==> src/hdl/tmcp_defines.vh <==
`ifndef TMCP_DEFINES_VH
`define TMCP_DEFINES_VH
// Register byte addresses
`define TMCP_A_CTRL1 8'h00
`define TMCP_A_CTRL2 8'h04
`define TMCP_A_STAT 8'h08
`define TMCP_A_IC1H 8'h0C
`define TMCP_A_IC1L 8'h10
`define TMCP_A_OC1H 8'h14
`define TMCP_A_OC1L 8'h18
`define TMCP_A_CNTH 8'h1C
`define TMCP_A_CNTL 8'h20
`define TMCP_A_IC2H 8'h24
`define TMCP_A_IC2L 8'h28
`define TMCP_A_OC2H 8'h2C
`define TMCP_A_OC2L 8'h30
// First control register fields
`define TMCP_C1_OLVL1 0
`define TMCP_C1_TRIGGER_EDGE_SELECT 1
`define TMCP_C1_OLVL2 2
`define TMCP_C1_FOLV1 3
`define TMCP_C1_FOLV2 4
`define TMCP_C1_TOIE 5
`define TMCP_C1_COMPARE_IRQ_ENABLE 6
`define TMCP_C1_CAPTURE_IRQ_ENABLE 7
`define TMCP_C1_FORCE_MASK 8'h18
// Second control register fields
`define TMCP_C2_EXEDG 0
`define TMCP_C2_IEDG2 1
`define TMCP_C2_CC_LO 2
`define TMCP_C2_CC_HI 3
`define TMCP_C2_PWM 4
`define TMCP_C2_OPM 5
`define TMCP_C2_OC2E 6
`define TMCP_C2_OC1E 7
// Flag vector positions, also status bits minus 3
`define TMCP_F_OCF2 0
`define TMCP_F_CAPTURE_FLAG_TWO 1
`define TMCP_F_TOF 2
`define TMCP_F_OCF1 3
`define TMCP_F_CAPTURE_FLAG_ONE 4
`define TMCP_STAT_SHIFT 3
// Clock select codes
`define TMCP_CC_DIV4 2'b00
`define TMCP_CC_DIV2 2'b01
`define TMCP_CC_DIV8 2'b10
`define TMCP_CC_EXT 2'b11
// Prescaler terminal counts
`define TMCP_LAST_DIV2 3'h1
`define TMCP_LAST_DIV4 3'h3
`define TMCP_LAST_DIV8 3'h7
// Reset and reload values
`define TMCP_OCR_RESET 16'h8000
`define TMCP_CNT_RELOAD 16'hFFFC
`define TMCP_CNT_TOP 16'hFFFF
`define TMCP_BYTE_RESET 8'h00
`define TMCP_WORD_ZERO 32'h0000_0000
`endif

==> src/hdl/tmcp_sync3.v <==
`timescale 1ns/10ps
`default_nettype none
// Three-stage synchroniser; output moves once stages two and three agree
module tmcp_sync3 #(
  parameter WIDTH = 3
) (
  // Clock and reset
  input wire clk_i,
  input wire rst_b_i,
  // Asynchronous levels and filtered result
  input wire [WIDTH-1:0] async_i,
  output reg [WIDTH-1:0] level_o
);
  reg [WIDTH-1:0] stage1;
  reg [WIDTH-1:0] stage2;
  reg [WIDTH-1:0] stage3;
  genvar g;

  // One chain per input bit
  generate
    for (g = 0; g < WIDTH; g = g + 1) begin : g_bit
      always @(posedge clk_i or negedge rst_b_i) begin
        if (!rst_b_i) begin
          stage1[g] <= 1'b0;
          stage2[g] <= 1'b0;
          stage3[g] <= 1'b0;
          level_o[g] <= 1'b0;
        end else begin
          stage1[g] <= async_i[g];
          stage2[g] <= stage1[g];
          stage3[g] <= stage2[g];
          if (stage2[g] == stage3[g]) begin
            level_o[g] <= stage3[g];
          end
        end
      end
    end
  endgenerate
endmodule // tmcp_sync3
`default_nettype wire

==> src/hdl/tmcp_timer.v <==
`timescale 1ns/10ps
`default_nettype none
`include "tmcp_defines.vh"
// Compare and one-pulse section of a 16-bit free-running timer
module tmcp_timer (
  // Clock and reset
  input wire clk_i,
  input wire rst_b_i,
  // APB slave
  input wire psel_i,
  input wire penable_i,
  input wire pwrite_i,
  input wire [7:0] paddr_i,
  input wire [31:0] pwdata_i,
  output reg [31:0] prdata_o,
  output wire pready_o,
  output wire pslverr_o,
  // Timer pins in
  input wire capture_in_one_i,
  input wire capture_in_two_i,
  input wire ext_clk_i,
  // Compare pins out
  output wire [1:0] compare_out_pin_o,
  output wire [1:0] compare_out_oe_o,
  // Timer interrupt request level
  output wire timer_irq_o
);
  // Terminal prescaler count for a clock select code
  function [2:0] tmcp_div_last;
    input [1:0] cc;
    begin
      case (cc)
        `TMCP_CC_DIV2: tmcp_div_last = `TMCP_LAST_DIV2;
        `TMCP_CC_DIV8: tmcp_div_last = `TMCP_LAST_DIV8;
        default: tmcp_div_last = `TMCP_LAST_DIV4;
      endcase
    end
  endfunction

  // Address match used by every decode except the read data case
  function tmcp_hit;
    input [7:0] a;
    input [7:0] b;
    begin
      tmcp_hit = (a == b);
    end
  endfunction

  reg [7:0] timer_control_first;
  reg [7:0] timer_control_second;
  reg [15:0] cnt;
  reg [2:0] presc;
  reg cnt_chg;
  reg [15:0] capture_value_one;
  reg [15:0] capture_value_two;
  reg [1:0] cap_inh;
  reg [2:0] pin_prev;
  reg [4:0] flags;
  reg [4:0] arm;
  reg addr_ok;
  wire [2:0] pin_lvl;
  wire access;
  wire wr;
  wire rd;
  wire [1:0] clock_divide_field;
  wire ext_sel;
  wire ext_edge;
  wire tick;
  wire single_pulse_select;
  wire pwm_sel;
  wire opm_act;
  wire [1:0] cap_edge;
  wire trig;
  wire [1:0] cap_evt;
  wire [4:0] flag_set;
  wire [4:0] flag_clr_acc;
  wire [31:0] ocr_bus;
  wire [1:0] ocf_set;
  wire [1:0] compare_level_bit;
  wire [1:0] compare_pin_enable;
  wire [1:0] force_level_bit;
  wire wr_ctrl1;
  wire rd_stat;

  // APB handshake: zero wait states
  assign access = psel_i & penable_i;
  assign wr = access & pwrite_i;
  assign rd = access & ~pwrite_i;
  assign pready_o = 1'b1;
  assign pslverr_o = access & ~addr_ok;
  assign wr_ctrl1 = wr & tmcp_hit(paddr_i, `TMCP_A_CTRL1);
  assign rd_stat = rd & tmcp_hit(paddr_i, `TMCP_A_STAT);

  // Control fields
  assign clock_divide_field = {timer_control_second[`TMCP_C2_CC_HI],
                               timer_control_second[`TMCP_C2_CC_LO]};
  assign ext_sel = (clock_divide_field == `TMCP_CC_EXT);
  assign single_pulse_select = timer_control_second[`TMCP_C2_OPM];
  assign pwm_sel = timer_control_second[`TMCP_C2_PWM];
  assign opm_act = single_pulse_select & ~pwm_sel;
  assign compare_level_bit = {timer_control_first[`TMCP_C1_OLVL2],
                              timer_control_first[`TMCP_C1_OLVL1]};
  assign compare_pin_enable = {timer_control_second[`TMCP_C2_OC2E],
                               timer_control_second[`TMCP_C2_OC1E]};
  assign force_level_bit = {pwdata_i[`TMCP_C1_FOLV2],
                            pwdata_i[`TMCP_C1_FOLV1]};

  // Control registers; force bits are write strobes only
  always @(posedge clk_i or negedge rst_b_i) begin
    if (!rst_b_i) begin
      timer_control_first <= `TMCP_BYTE_RESET;
      timer_control_second <= `TMCP_BYTE_RESET;
    end else begin
      if (wr_ctrl1) begin
        timer_control_first <= pwdata_i[7:0] & ~`TMCP_C1_FORCE_MASK;
      end
      if (wr & tmcp_hit(paddr_i, `TMCP_A_CTRL2)) begin
        timer_control_second <= pwdata_i[7:0];
      end
    end
  end

  // Pin synchronisers: capture 1, capture 2, external clock
  tmcp_sync3 #(
    .WIDTH(3)
  ) u_sync (
    .clk_i(clk_i),
    .rst_b_i(rst_b_i),
    .async_i({ext_clk_i, capture_in_two_i, capture_in_one_i}),
    .level_o(pin_lvl)
  );

  // Previous filtered levels for edge detection
  always @(posedge clk_i or negedge rst_b_i) begin
    if (!rst_b_i) begin
      pin_prev <= 3'b000;
    end else begin
      pin_prev <= pin_lvl;
    end
  end

  // Active edges chosen by edge select bits
  assign cap_edge[0] = (pin_lvl[0] != pin_prev[0]) &
    (pin_lvl[0] == timer_control_first[`TMCP_C1_TRIGGER_EDGE_SELECT]);
  assign cap_edge[1] = (pin_lvl[1] != pin_prev[1]) &
    (pin_lvl[1] == timer_control_second[`TMCP_C2_IEDG2]);
  assign ext_edge = (pin_lvl[2] != pin_prev[2]) &
    (pin_lvl[2] == timer_control_second[`TMCP_C2_EXEDG]);
  assign trig = opm_act & cap_edge[0];
  // Capture 1 disconnected in PWM mode; data held from high byte read until low byte read
  assign cap_evt[0] = cap_edge[0] & ~pwm_sel & ~cap_inh[0];
  assign cap_evt[1] = cap_edge[1] & ~cap_inh[1];

  // Timer tick: prescaled CPU clock or external edge
  assign tick = ext_sel ? ext_edge :
    (presc == tmcp_div_last(clock_divide_field));

  // Prescaler restarts with the counter on a trigger
  always @(posedge clk_i or negedge rst_b_i) begin
    if (!rst_b_i) begin
      presc <= 3'b000;
    end else if (trig | ext_sel | tick) begin
      presc <= 3'b000;
    end else begin
      presc <= presc + 3'b001;
    end
  end

  // Free-running counter with one-pulse reload
  always @(posedge clk_i or negedge rst_b_i) begin
    if (!rst_b_i) begin
      cnt <= `TMCP_CNT_RELOAD;
      cnt_chg <= 1'b0;
    end else begin
      cnt_chg <= tick | trig;
      if (trig) begin
        cnt <= `TMCP_CNT_RELOAD;
      end else if (tick) begin
        cnt <= cnt + 16'h0001;
      end
    end
  end

  // Capture registers and read interlock
  always @(posedge clk_i or negedge rst_b_i) begin
    if (!rst_b_i) begin
      capture_value_one <= 16'h0000;
      capture_value_two <= 16'h0000;
      cap_inh <= 2'b00;
    end else begin
      if (cap_evt[0]) begin
        capture_value_one <= cnt;
      end
      if (cap_evt[1]) begin
        capture_value_two <= cnt;
      end
      if (rd & tmcp_hit(paddr_i, `TMCP_A_IC1H)) begin
        cap_inh[0] <= 1'b1;
      end else if (rd & tmcp_hit(paddr_i, `TMCP_A_IC1L)) begin
        cap_inh[0] <= 1'b0;
      end
      if (rd & tmcp_hit(paddr_i, `TMCP_A_IC2H)) begin
        cap_inh[1] <= 1'b1;
      end else if (rd & tmcp_hit(paddr_i, `TMCP_A_IC2L)) begin
        cap_inh[1] <= 1'b0;
      end
    end
  end

  // Compare channels
  genvar g;
  generate
    for (g = 0; g < 2; g = g + 1) begin : g_cmp
      reg [15:0] compare_value_reg;
      reg inhibit;
      reg pin_latch;
      wire match;
      wire hit_h;
      wire hit_l;
      wire in_opm_ch1;
      wire in_opm_ch2;
      assign hit_h = tmcp_hit(paddr_i, (g == 0) ? `TMCP_A_OC1H :
                                                   `TMCP_A_OC2H);
      assign hit_l = tmcp_hit(paddr_i, (g == 0) ? `TMCP_A_OC1L :
                                                   `TMCP_A_OC2L);
      assign in_opm_ch1 = opm_act & (g == 0);
      assign in_opm_ch2 = opm_act & (g == 1);
      // Match in the count where counter equals compare value
      assign match = cnt_chg & (cnt == compare_value_reg) &
        ~inhibit;
      // No flag from channel 1 in one-pulse, none at all in PWM
      assign ocf_set[g] = match & ~pwm_sel & ~in_opm_ch1;
      assign ocr_bus[g*16 +: 16] = compare_value_reg;
      assign compare_out_pin_o[g] = pin_latch;
      assign compare_out_oe_o[g] = compare_pin_enable[g];

      // Compare value and high-byte interlock
      always @(posedge clk_i or negedge rst_b_i) begin
        if (!rst_b_i) begin
          compare_value_reg <= `TMCP_OCR_RESET;
          inhibit <= 1'b0;
        end else if (wr & hit_h) begin
          compare_value_reg[15:8] <= pwdata_i[7:0];
          inhibit <= 1'b1;
        end else if (wr & hit_l) begin
          compare_value_reg[7:0] <= pwdata_i[7:0];
          inhibit <= 1'b0;
        end
      end

      // Pin latch: trigger, match, or software force
      always @(posedge clk_i or negedge rst_b_i) begin
        if (!rst_b_i) begin
          pin_latch <= 1'b0;
        end else if (in_opm_ch1 & trig) begin
          pin_latch <= compare_level_bit[1];
        end else if (match & compare_pin_enable[g] & ~in_opm_ch2) begin
          pin_latch <= compare_level_bit[g];
        end else if (wr_ctrl1 & force_level_bit[g] & ~opm_act & ~pwm_sel &
                     compare_pin_enable[g]) begin
          pin_latch <= pwdata_i[g == 0 ? `TMCP_C1_OLVL1 :
                                `TMCP_C1_OLVL2];
        end
      end
    end
  endgenerate

  // Flag set sources and clearing accesses
  assign flag_set[`TMCP_F_OCF2] = ocf_set[1];
  assign flag_set[`TMCP_F_CAPTURE_FLAG_TWO] = cap_evt[1];
  assign flag_set[`TMCP_F_TOF] = tick & (cnt == `TMCP_CNT_TOP);
  assign flag_set[`TMCP_F_OCF1] = ocf_set[0];
  assign flag_set[`TMCP_F_CAPTURE_FLAG_ONE] = cap_evt[0];
  assign flag_clr_acc[`TMCP_F_OCF2] = access &
    tmcp_hit(paddr_i, `TMCP_A_OC2L);
  assign flag_clr_acc[`TMCP_F_CAPTURE_FLAG_TWO] = access &
    tmcp_hit(paddr_i, `TMCP_A_IC2L);
  assign flag_clr_acc[`TMCP_F_TOF] = access &
    tmcp_hit(paddr_i, `TMCP_A_CNTL);
  assign flag_clr_acc[`TMCP_F_OCF1] = access &
    tmcp_hit(paddr_i, `TMCP_A_OC1L);
  assign flag_clr_acc[`TMCP_F_CAPTURE_FLAG_ONE] = access &
    tmcp_hit(paddr_i, `TMCP_A_IC1L);

  // Two-step clearing per flag; a new set wins over a clear
  genvar f;
  generate
    for (f = 0; f < 5; f = f + 1) begin : g_flag
      always @(posedge clk_i or negedge rst_b_i) begin
        if (!rst_b_i) begin
          flags[f] <= 1'b0;
          arm[f] <= 1'b0;
        end else begin
          if (flag_set[f]) begin
            flags[f] <= 1'b1;
          end else if (arm[f] & flag_clr_acc[f]) begin
            flags[f] <= 1'b0;
          end
          if (rd_stat) begin
            arm[f] <= flags[f];
          end else if (flag_clr_acc[f]) begin
            arm[f] <= 1'b0;
          end
        end
      end
    end
  endgenerate

  // Interrupt request from enabled flags
  assign timer_irq_o =
    (timer_control_first[`TMCP_C1_CAPTURE_IRQ_ENABLE] &
     (flags[`TMCP_F_CAPTURE_FLAG_ONE] | flags[`TMCP_F_CAPTURE_FLAG_TWO])) |
    (timer_control_first[`TMCP_C1_COMPARE_IRQ_ENABLE] &
     (flags[`TMCP_F_OCF1] | flags[`TMCP_F_OCF2])) |
    (timer_control_first[`TMCP_C1_TOIE] & flags[`TMCP_F_TOF]);

  // Read data registered in the setup cycle
  always @(posedge clk_i or negedge rst_b_i) begin
    if (!rst_b_i) begin
      prdata_o <= `TMCP_WORD_ZERO;
      addr_ok <= 1'b0;
    end else if (psel_i & ~penable_i) begin
      addr_ok <= 1'b1;
      prdata_o <= `TMCP_WORD_ZERO;
      case (paddr_i)
        `TMCP_A_CTRL1: prdata_o[7:0] <= timer_control_first;
        `TMCP_A_CTRL2: prdata_o[7:0] <= timer_control_second;
        `TMCP_A_STAT: prdata_o[7:0] <= {flags, 3'b000};
        `TMCP_A_IC1H: prdata_o[7:0] <= capture_value_one[15:8];
        `TMCP_A_IC1L: prdata_o[7:0] <= capture_value_one[7:0];
        `TMCP_A_OC1H: prdata_o[7:0] <= ocr_bus[15:8];
        `TMCP_A_OC1L: prdata_o[7:0] <= ocr_bus[7:0];
        `TMCP_A_CNTH: prdata_o[7:0] <= cnt[15:8];
        `TMCP_A_CNTL: prdata_o[7:0] <= cnt[7:0];
        `TMCP_A_IC2H: prdata_o[7:0] <= capture_value_two[15:8];
        `TMCP_A_IC2L: prdata_o[7:0] <= capture_value_two[7:0];
        `TMCP_A_OC2H: prdata_o[7:0] <= ocr_bus[31:24];
        `TMCP_A_OC2L: prdata_o[7:0] <= ocr_bus[23:16];
        default: addr_ok <= 1'b0;
      endcase
    end
  end
endmodule // tmcp_timer
`default_nettype wire

==> config.mk <==
export PLATFORM = sky130hd
export DESIGN_NAME = tmcp_timer
export DESIGN_NICKNAME = d
export VERILOG_FILES = /design/src/hdl/tmcp_sync3.v /design/src/hdl/tmcp_timer.v
export VERILOG_INCLUDE_DIRS = /design/src /design/src/hdl
export SDC_FILE = /design/constraint.sdc
export NUM_CORES = 1
export LEC_CHECK = 0
export ABC_AREA = 1
export BUFFER_PORTS_ARGS = -buffer_cell sky130_fd_sc_hd__buf_2
export CORE_MARGIN = 2
export CORE_UTILIZATION = 42
export CTS_CLUSTER_DIAMETER = 100
export DETAILED_ROUTE_END_ITERATION = 16
export GPL_TIMING_DRIVEN = 0
export SETUP_SLACK_MARGIN = 0.4
export SLEW_MARGIN = 0
export SYNTH_ARGS = -nofsm -noshare
export SYNTH_HDL_FRONTEND = slang
export SYNTH_HIERARCHICAL = 1
export SYNTH_SLANG_ARGS = --single-unit
==> constraint.sdc <==
create_clock -name clk_i -period 1.8 [get_ports clk_i]
set_input_delay 0.18 -clock clk_i [delete_from_list [all_inputs] [get_ports clk_i]]
set_output_delay 0.18 -clock clk_i [all_outputs]
set_load 0.02 [all_outputs]
; ---- Word-level counts from Yosys, hierarchy flattened
; Index checks and enable logic that the tools add are counted.
[classes]
add_sub_neg = 2
n_eq_ne = 28
muxes = 40
bitwise_logic = 75
reduce_logical = 21
[ops]
columns = op, n
row1 = $pmux 8 s13, 1
row2 = $and 1x1->1, 57
row3 = $eq 8x6->1 const B, 5
row4 = $mux 1, 35
row5 = $eq 16x16->1, 2
row6 = $eq 8x5->1 const B, 4
row7 = $mux 16, 2
row8 = $reduce_bool 2->1, 16
row9 = $add 16x1->16 const B, 1
row10 = $eq 16x16->1 const B, 1
row11 = $eq 8x4->1 const B, 2
row12 = $reduce_or 13->1, 1
row13 = $not 1->1, 11
row14 = $eq 8x3->1 const B, 1
row15 = $logic_not 8->1, 1
row16 = $or 1x1->1, 7
row17 = $eq 1x1->1, 6
row18 = $pmux 3 s2, 1
row19 = $eq 2x2->1 const B, 2
row20 = $reduce_and 2->1, 2
row21 = $add 3x1->3 const B, 1
row22 = $eq 3x3->1, 1
row23 = $mux 3, 1
row24 = $ne 1x1->1, 3
row25 = other kinds (2), 2
[word_totals]
regBits = 138
in_bits = 48
out_inout_bits = 39
elab_cells = 208

; ---- Logic depth before layout (Yosys ltp)
; Gate-level depths: netlist of run 1.
[depth]
word_depth = 10
ltp_mapped = 11
ltp_nobuf = 11

; ---- Hierarchy
; Netlist of run 1, hierarchy kept.
[modules_own_cells]
columns = module, n_inst, cells_each, area_per_inst_um2, seq_area_each_um2
row1 = tmcp_timer, 1, 909, 7023.0, 3173.0
row2 = tmcp_sync3, 1, 24, 349.1, 300.3

; ---- Worst setup path before layout of run 1
; OpenSTA, ideal clock, no wires.
[synth_timing]
path_type = flip-flop to flip-flop
from = register cnt[3]
to = register cnt[14]
setup_time_ns = 0.082
t_arrival_ns = 1.464
required_time_ns = 1.718
slack_ns = 0.254
path_stages_with_launch = 9
n_path_buf = 1
period_less_slack_ns = 1.546
cell_sequence = dfstp_2 clkbuf_2 nand2_1 nor3_2 nand2_1 nor2_2 nand4_1 a21oi_1 o21ai_1
[synth_between]
elab_chain_len = 3
[synth_lines]
columns = item, line
row1 = from (decl), tmcp_timer.v:51  ; reg [15:0] cnt;
row2 = from (signal assigned), tmcp_timer.v:172  ; cnt <= `TMCP_CNT_RELOAD;
row3 = from (signal assigned), tmcp_timer.v:177  ; cnt <= `TMCP_CNT_RELOAD;
row4 = from (signal assigned), tmcp_timer.v:179  ; cnt <= cnt + 16'h0001;
row5 = $add 16x1->16, tmcp_timer.v:179
row6 = $mux 16, tmcp_timer.v:178  ; end else if (tick) begin
row7 = $mux 16, tmcp_timer.v:176  ; if (trig) begin
; Every way passes these cells. The select of a mux whose other input is x is not followed.
; A chain may end at the register's enable or synchronous reset.

; ---- Final worst setup path of run 1
[layout_timing]
from = register cnt[15]
to = register g_cmp[1].pin_latch
[layout_between]
elab_chain_len = 6
word_cells_on_any_way = 7
classes_between = 1 x eq/ne / 1 x mux / 4 x bitwise / 1 x reduce/logical
[layout_lines]
columns = item, line
row1 = $eq 16x16->1 (*), tmcp_timer.v:229  ; assign match = cnt_chg & (cnt == compare_value_reg) &
row2 = $and 1x1->1 (*) (2 in series), tmcp_timer.v:229
row3 = $and 1x1->1 (*) (2 in series), tmcp_timer.v:257  ; end else if (match & compare_pin_enable[g] & ~in_opm_ch2) begin
row4 = $mux 1 or $reduce_bool 2->1 (tied branches), -
row5 = to (signal assigned), tmcp_timer.v:256  ; pin_latch <= compare_level_bit[1];
row6 = to (signal assigned), tmcp_timer.v:258  ; pin_latch <= compare_level_bit[g];
row7 = to (signal assigned), tmcp_timer.v:261  ; pin_latch <= pwdata_i[g == 0 ? `TMCP_C1_OLVL1 :
row8 = to (decl), tmcp_timer.v:216  ; reg pin_latch;
; Every way passes the cells marked *; elsewhere a longest branch is shown, timed or not.

==> run_results.csv, run 1 <==
group,metric,value,unit
detailed_routing,vias_per_cell,5.23,
detailed_routing,drt_wl_total,24400,um
synth,synth_commonest_cells,"nand2_1 (304), dfrtp_1 (122), o21ai_0 (121)",
die,die_area,18600,um2
synth,synth_most_common_cell,"nand2_1",
setup_path,slowest_delay,0.60,ns
sta,tightest_slew,0.592,ns
synth,async_flop_share,100,%
sta,hold_ws,0.00993,ns
die,coreArea,17200,um2
pwr,power_frac_seq,39.5,%
finish,drive_above_1_share,32.4,%
setup_path,critPathKind,"register to register",
synth,synth-edff-count,0,
setup_path,critPathMaxFanout,4,
setup_path,cpMaxStageDelayCell,"dfstp_2",
setup_path,rr_worst_depth,8,
global_route,grt_max_degree,84,
pwr,switching_share,32.2,%
finish,largest_reg_flops,32,
detailed_routing,first_pass_iters,6,
sta,clock.fmax,573,MHz
setup_path,critPathRequiredTime,2.12,ns
global_route,globalRouteTotalUtil,27.0,%
cts,tritoncts,"yes",
cts,root_buffer,"clkbuf_16",
setup_path,arrival,2.07,ns
sta,slew_violations,0,
synth,synth_cells,933,
sta,slew-limit-headroom,60.5,%
place,place_congestion,0.977,
pwr,cellPowerDensity,971,nW/um2
detailed_routing,num_vias,6903,
synth,ys_seq_area_share,47.1,%
finish,nFillCells,1589,
finish,fin_util,56.6,%
sta,period_minus_slack,1.74,ns
status,outcome,"finished clean",
pwr,ir_drop,0.000725,V
setup_path,path_cells,"clkinvlp_4 -> nand2_1 -> and3_4 -> nand3_4 -> nor3_4 -> nand3_1 -> nand2_1 -> nand2_1",
sta,fin_crit_sh,96.9,%
detailed_routing,drc,0,
cts,clock_sinks,138,
synth,yosysWarnings,6,
cts,worstSkewPairLatency,0.44,ns
sta,rsz0062_at_grt,"true",
finish,area_growth_syn_to_layout,32.4,%
cts,htree_levels,4,
pwr,p_sw,0.00305,W
place,numPortBuffers,37,
synth,synth-main-ff-cell,"dfrtp_1",
global_route,grt_pass1_wl,36800,um
synth,yosys.area.top_type,"dfrtp_1",
synth,synth.distinct_cells,40,
synth,avgSynthCellArea,7.90,um2
detailed_routing,wl_per_cell,18.5,um
sta,fin_tns_setup,0,ns
setup_path,path_common_cell,"nand2_1",
synth,synth_top_area_share,41.4,%
detailed_routing,drtIter0Drc,717,
sta,setup_viol,0,
worst_hold_path,min_path_type,"primary input to register",
pwr,power.internal,0.00643,W
synth,syn_area,7370,um2
detailed_routing,ant_nets,0,
sta,hold_violations,0,
finish,final_nets,1131,
place,hpwl,16700,um
pwr,comb_power_share,23.1,%
synth,synth.area.top_cells,"dfrtp_1 (41%), nand2_1 (15%), o21ai_0 (8.2%)",
pwr,total_power,0.00948,W
sta,setup_ws,0.0551,ns
pwr,clkPwrFrac,37.4,%
die,boundaryPins,87,
die,fp.dieH,136,um
global_route,grt_overflow,0,
cts,clockBufferDepth,2,
pwr,power.leakage,4.77,nW
synth,synth-seq-cells,138,
sta,clock_skew,0.00964,ns
die,initial_core_util,42.8,%
cts,numCtsBuffers,17,
global_route,grt_pass1_vias,6197,
die,rows,48,
worst_hold_path,holdPathStages,3,
global_route,antenna_found_initial,1,
cts,clk_pin_slew,0.07,ns
setup_path,crit_path_start_kind,"register",
die,die_w,136,um
setup_path,end_kind,"register",
job,maxCapViolCount,0,
place,pre_cts_ws,-0.213,ns
[metrics by stage]
step	area, um2	cells
after global placement	7980	1218
after global routing	9760	1319
after detailed placement	8020	1219
after CTS	9200	1296
final	9760	1320
after floorplan	7510	956
[per-layer routing]
metal,routed length [um],vias to the layer above,GRT usage [%]
li1,-,3250,-
met1,10400,3277,39.0
met2,11300,327,41.1
met3,1950,49,4.40
met4,686,0,9.38
met5,0,-,0
[placed cells by master (no fill, tap or decap), types with 8 or more instances in the layout]
cell | Yosys | layout
o21ai_0 | 121 | 78
nand3_2 | 2 | 8
clkbuf_16 | 0 | 19
dfrtp_1 | 122 | 118
conb_1 | 2 | 25
o21ai_1 | 13 | 41
buf_4 | 30 | 71
inv_2 | 10 | 14
clkinvlp_4 | 0 | 8
nand2_4 | 4 | 13
o21ai_2 | 8 | 23
inv_1 | 86 | 71
buf_2 | 8 | 36
nand2_1 | 304 | 267
nand3_1 | 43 | 36
nor2_1 | 61 | 55
buf_6 | 4 | 29
buf_8 | 0 | 8
dfstp_2 | 16 | 16
nand2_2 | 2 | 29
nand4_1 | 14 | 14
nor2_4 | 8 | 12
[logic make-up (layout without fill, tap and decap cells)]
kind of cell	count (synthesis)	count (layout)	synth area share, %
AO/OA/AOI/OAI	166	166	12.1
XOR/XNOR	7	7	0.832
adder cells (fa/ha/maj)	2	2	0.339
buffers and inverters	148	286	9.69
flip-flops	138	138	47.1
other	2	26	0.102
AND/OR/NAND/NOR	470	470	29.9
[worst max-delay path, delay by kind of cell (launching register included)]
family / cells / cell delay (ns)
simple gates: 7 / 0.88
buf+inv: 1 / 0.17
flops: 1 / 0.60
[worst paths after layout]
| kind | from | endpoint | slack (ns) |
|---|---|---|---|
| worst max register to register | cnt[15] | g_cmp[1].pin_latch | 0.06 |
| worst max-delay path | cnt[15] | g_cmp[1].pin_latch | 0.06 |
| max in group asynchronous | rst_b_i | cnt[14] | 0.71 |
| worst min register to register | u_sync/stage1[1] | u_sync/stage2[1] | 0.35 |
| min in group asynchronous | rst_b_i | u_sync/stage3[2] | 0.27 |
| worst min-delay path | pwdata_i[6] | g_cmp[0].compare_value_reg[6] | 0.01 |
[area by class of cell]
type	instances	area, um2	area share [%]
clock buffer	17	425	4.36
multi-input combinational	670	3670	37.6
antenna	1	2.50	0.0256
buffer	49	463	4.74
timing repair buffer	106	866	8.87
clock inverter	15	164	1.68
sequential	138	3480	35.6
inverter	99	412	4.22
tap	225	282	2.88
[what timing repair did]
| action | 4_1_cts | 5_1_grt |
|---|---|---|
| hold endpoints to repair | 48 | 0 |
| endpoints found under the setup margin | 60 | 66 |
| hold buffers | 5 | 0 |
| setup buffers | 38 | 21 |
| cloned | 2 | 2 |
| resized for setup | 89 | 132 |
| pin swaps | 27 | 46 |
[power groups by stage]
stage | logic, W | clock network [W] | registers, W
final | 0.00219 | 0.00355 | 0.00374
after global routing | 0.00237 | 0.00373 | 0.00377
after CTS | 0.00177 | 0.00357 | 0.00372
after detailed placement | 0.00143 | 0 | 0.00378
after global placement | 0.00141 | 0 | 0.00378
after floorplan | 0.000969 | 0 | 0.00369
(Power assumes the default switching activity.)
==> inputs of run 2 (changes only) <==
- ABC_AREA: 1 -> 0
==> run_results.csv, run 2 <==
group,metric,value,unit
detailed_routing,first_pass_iters,6,
pwr,ir_drop,0.000704,V
setup_path,crit_path_start_kind,"register",
worst_hold_path,whs_endpoint,"g_cmp[0].compare_value_reg[9]",
cts,clockBufferDepth,2,
finish,fin_util,62.5,%
cts,root_buffer,"clkbuf_16",
synth,async_flop_share,100,%
synth,synth_cells,662,
sta,hold_violations,0,
finish,area_growth_syn_to_layout,46.4,%
global_route,antenna_found_initial,1,
pwr,cellPowerDensity,956,nW/um2
sta,setup_ws,-0.219,ns
cts,numCtsBuffers,17,
worst_hold_path,min_path_type,"primary input to register",
worst_hold_path,holdCritStartpoint,"pwdata_i[1]",
job,maxCapViolCount,0,
finish,most-common-layout-cells,"dfrtp_1 (119), mux2_4 (80), buf_4 (77)",
synth,avgSynthCellArea,11.1,um2
pwr,power_frac_seq,36.1,%
synth,syn_area,7360,um2
cts,clock_sinks,138,
synth,synth.area.top_cells,"dfrtp_1 (41%), mux2_2 (9.8%), dfstp_2 (5.7%)",
setup_path,critPathRequiredTime,2.11,ns
cts,tritoncts,"yes",
global_route,grt_overflow,0,
finish,drive_above_1_share,50.9,%
detailed_routing,drc,0,
sta,rsz0062_at_grt,"true",
die,die_area,18600,um2
cts,clk_pin_slew,0.07,ns
global_route,grt_max_degree,98,
detailed_routing,vias_per_cell,5.80,
sta,setup_viol,39,
sta,fin_crit_sh,112,%
sta,tightest_slew,0.793,ns
die,fp.dieH,136,um
cts,htree_levels,4,
detailed_routing,drtIter0Drc,647,
pwr,switching_share,29.3,%
detailed_routing,wl_per_cell,24.0,um
synth,synth-main-ff-cell,"dfrtp_1",
place,place_congestion,0.927,
die,initial_core_util,42.7,%
detailed_routing,ant_nets,0,
synth,ys_seq_area_share,47.2,%
pwr,power.leakage,4.81,nW
synth,synth-edff-count,0,
synth,yosysWarnings,6,
setup_path,rr_worst_depth,6,
setup_path,critPathKind,"register to register",
cts,worstSkewPairLatency,0.43,ns
status,violations,"negative setup slack",
status,outcome,"finished, violations left",
setup_path,reg2reg_from,"u_sync/level_o[0]",
synth,synth_most_common_cell,"dfrtp_1",
synth,yosys.area.top_type,"dfrtp_1",
sta,period_minus_slack,2.02,ns
pwr,comb_power_share,26.9,%
die,die_w,136,um
die,rows,48,
finish,largest_reg_flops,32,
setup_path,arrival,2.33,ns
synth,synth_commonest_cells,"dfrtp_1 (122), mux2_2 (64), nand2_1 (40)",
setup_path,rrSetupSlack,-0.22,ns
sta,slew-limit-headroom,47.1,%
sta,fin_tns_setup,-6.51,ns
detailed_routing,drt_wl_total,25700,um
sta,hold_ws,0.106,ns
sta,clock.fmax,495,MHz
place,pre_cts_ws,-0.731,ns
finish,n_antenna_cell,0,
pwr,p_sw,0.00302,W
die,coreArea,17200,um2
finish,final_cells,1068,
place,hpwl,16100,um
global_route,grt_pass1_wl,37300,um
setup_path,critPathMaxFanout,5,
synth,synth_top_area_share,41.5,%
finish,final_common_cell,"dfrtp_1",
finish,final_nets,880,
detailed_routing,num_vias,6190,
synth,synth-seq-cells,138,
global_route,globalRouteTotalUtil,28.0,%
sta,slew_violations,0,
setup_path,r2r-end,"capture_value_one[11]",
pwr,clkPwrFrac,37.0,%
synth,synth.distinct_cells,71,
worst_hold_path,holdPathStages,2,
die,boundaryPins,87,
place,place_inst,942,
global_route,grt_pass1_vias,6044,
pwr,power.internal,0.00728,W
sta,clock_skew,0.00806,ns
place,numPortBuffers,31,
setup_path,end_kind,"register",
==> run 2: power groups by stage <==
| stage | combinational, W | sequential, W | clock [W] |
|---|---|---|---|
| after floorplan | 0.00143 | 0.00367 | 0 |
| after global placement | 0.00192 | 0.00372 | 0 |
| after detailed placement | 0.00197 | 0.00374 | 0 |
| after CTS | 0.00248 | 0.00370 | 0.00384 |
| after global routing | 0.00290 | 0.00375 | 0.00398 |
| final | 0.00277 | 0.00372 | 0.00381 |
==> run 2: logic make-up after synthesis <==
kind of cell,share of synthesized area [%]
compound gates,10.0
mux,17.3
other cells,0.102
buf+inv,6.00
xor+xnor,4.05
simple gates,14.5
fa+ha+maj,0.799
flops,47.2
==> run 2: area by class of cell <==
type,count,area [um2]
Buffer,77,835
Clock buffer,18,429
Clock inverter,14,206
Inverter,3,11.3
Multi-Input combinational cell,468,4330
Fill cell,1317,6470
Sequential cell,138,3480
Tap cell,225,282
Timing Repair Buffer,125,1200
==> run 2: timing repair <==
action                     CTS  global route
pin swaps                   32            30
buffers inserted            63            22
hold buffers                 4             0
gates cloned                 5             0
hold endpoints to repair    44             0
setup endpoints to repair  117            80
gates resized for setup    126            75
==> run 2: per-stage QoR <==
stage,cell area (um2),power (W)
6_report,10800,0.0103
5_1_grt,10800,0.0106
4_1_cts,10300,0.0100
3_3_place_gp,8470,0.00564
2_1_floorplan,8040,0.00510
3_5_place_dp,8510,0.00571
==> run 2: critical path: stages, from the launching register on <==
cell and delay (ns):
dfrtp_1 0.37, or3b_4 0.41, and2_4 0.17, or3_4 0.33, buf_8 0.16, buf_12 0.15, mux2_4 0.30
==> run 2: per-layer routing <==
layer	vias up	track usage, %	wire length [um]
met5	-	0	0
met1	3112	37.1	10700
li1	2687	-	-
met3	75	6.97	2090
met2	316	43.9	11800
met4	0	11.3	1030
==> run 2: how the worst max path moves through the flow <==
stage	start	endpoint	slack [ns]	depth (start not counted)
after floorplan	timer_control_first[1]	capture_value_one[10]	-0.12	6
after global placement	rst_b_i	capture_value_two[9]	-1.43	1
after detailed placement	timer_control_first[1]	cnt[9]	-0.73	6
after CTS	u_sync/level_o[0]	capture_value_one[14]	-0.22	6
after global routing	u_sync/level_o[0]	presc[2]	-0.26	10
final	u_sync/level_o[0]	capture_value_one[11]	-0.22	6
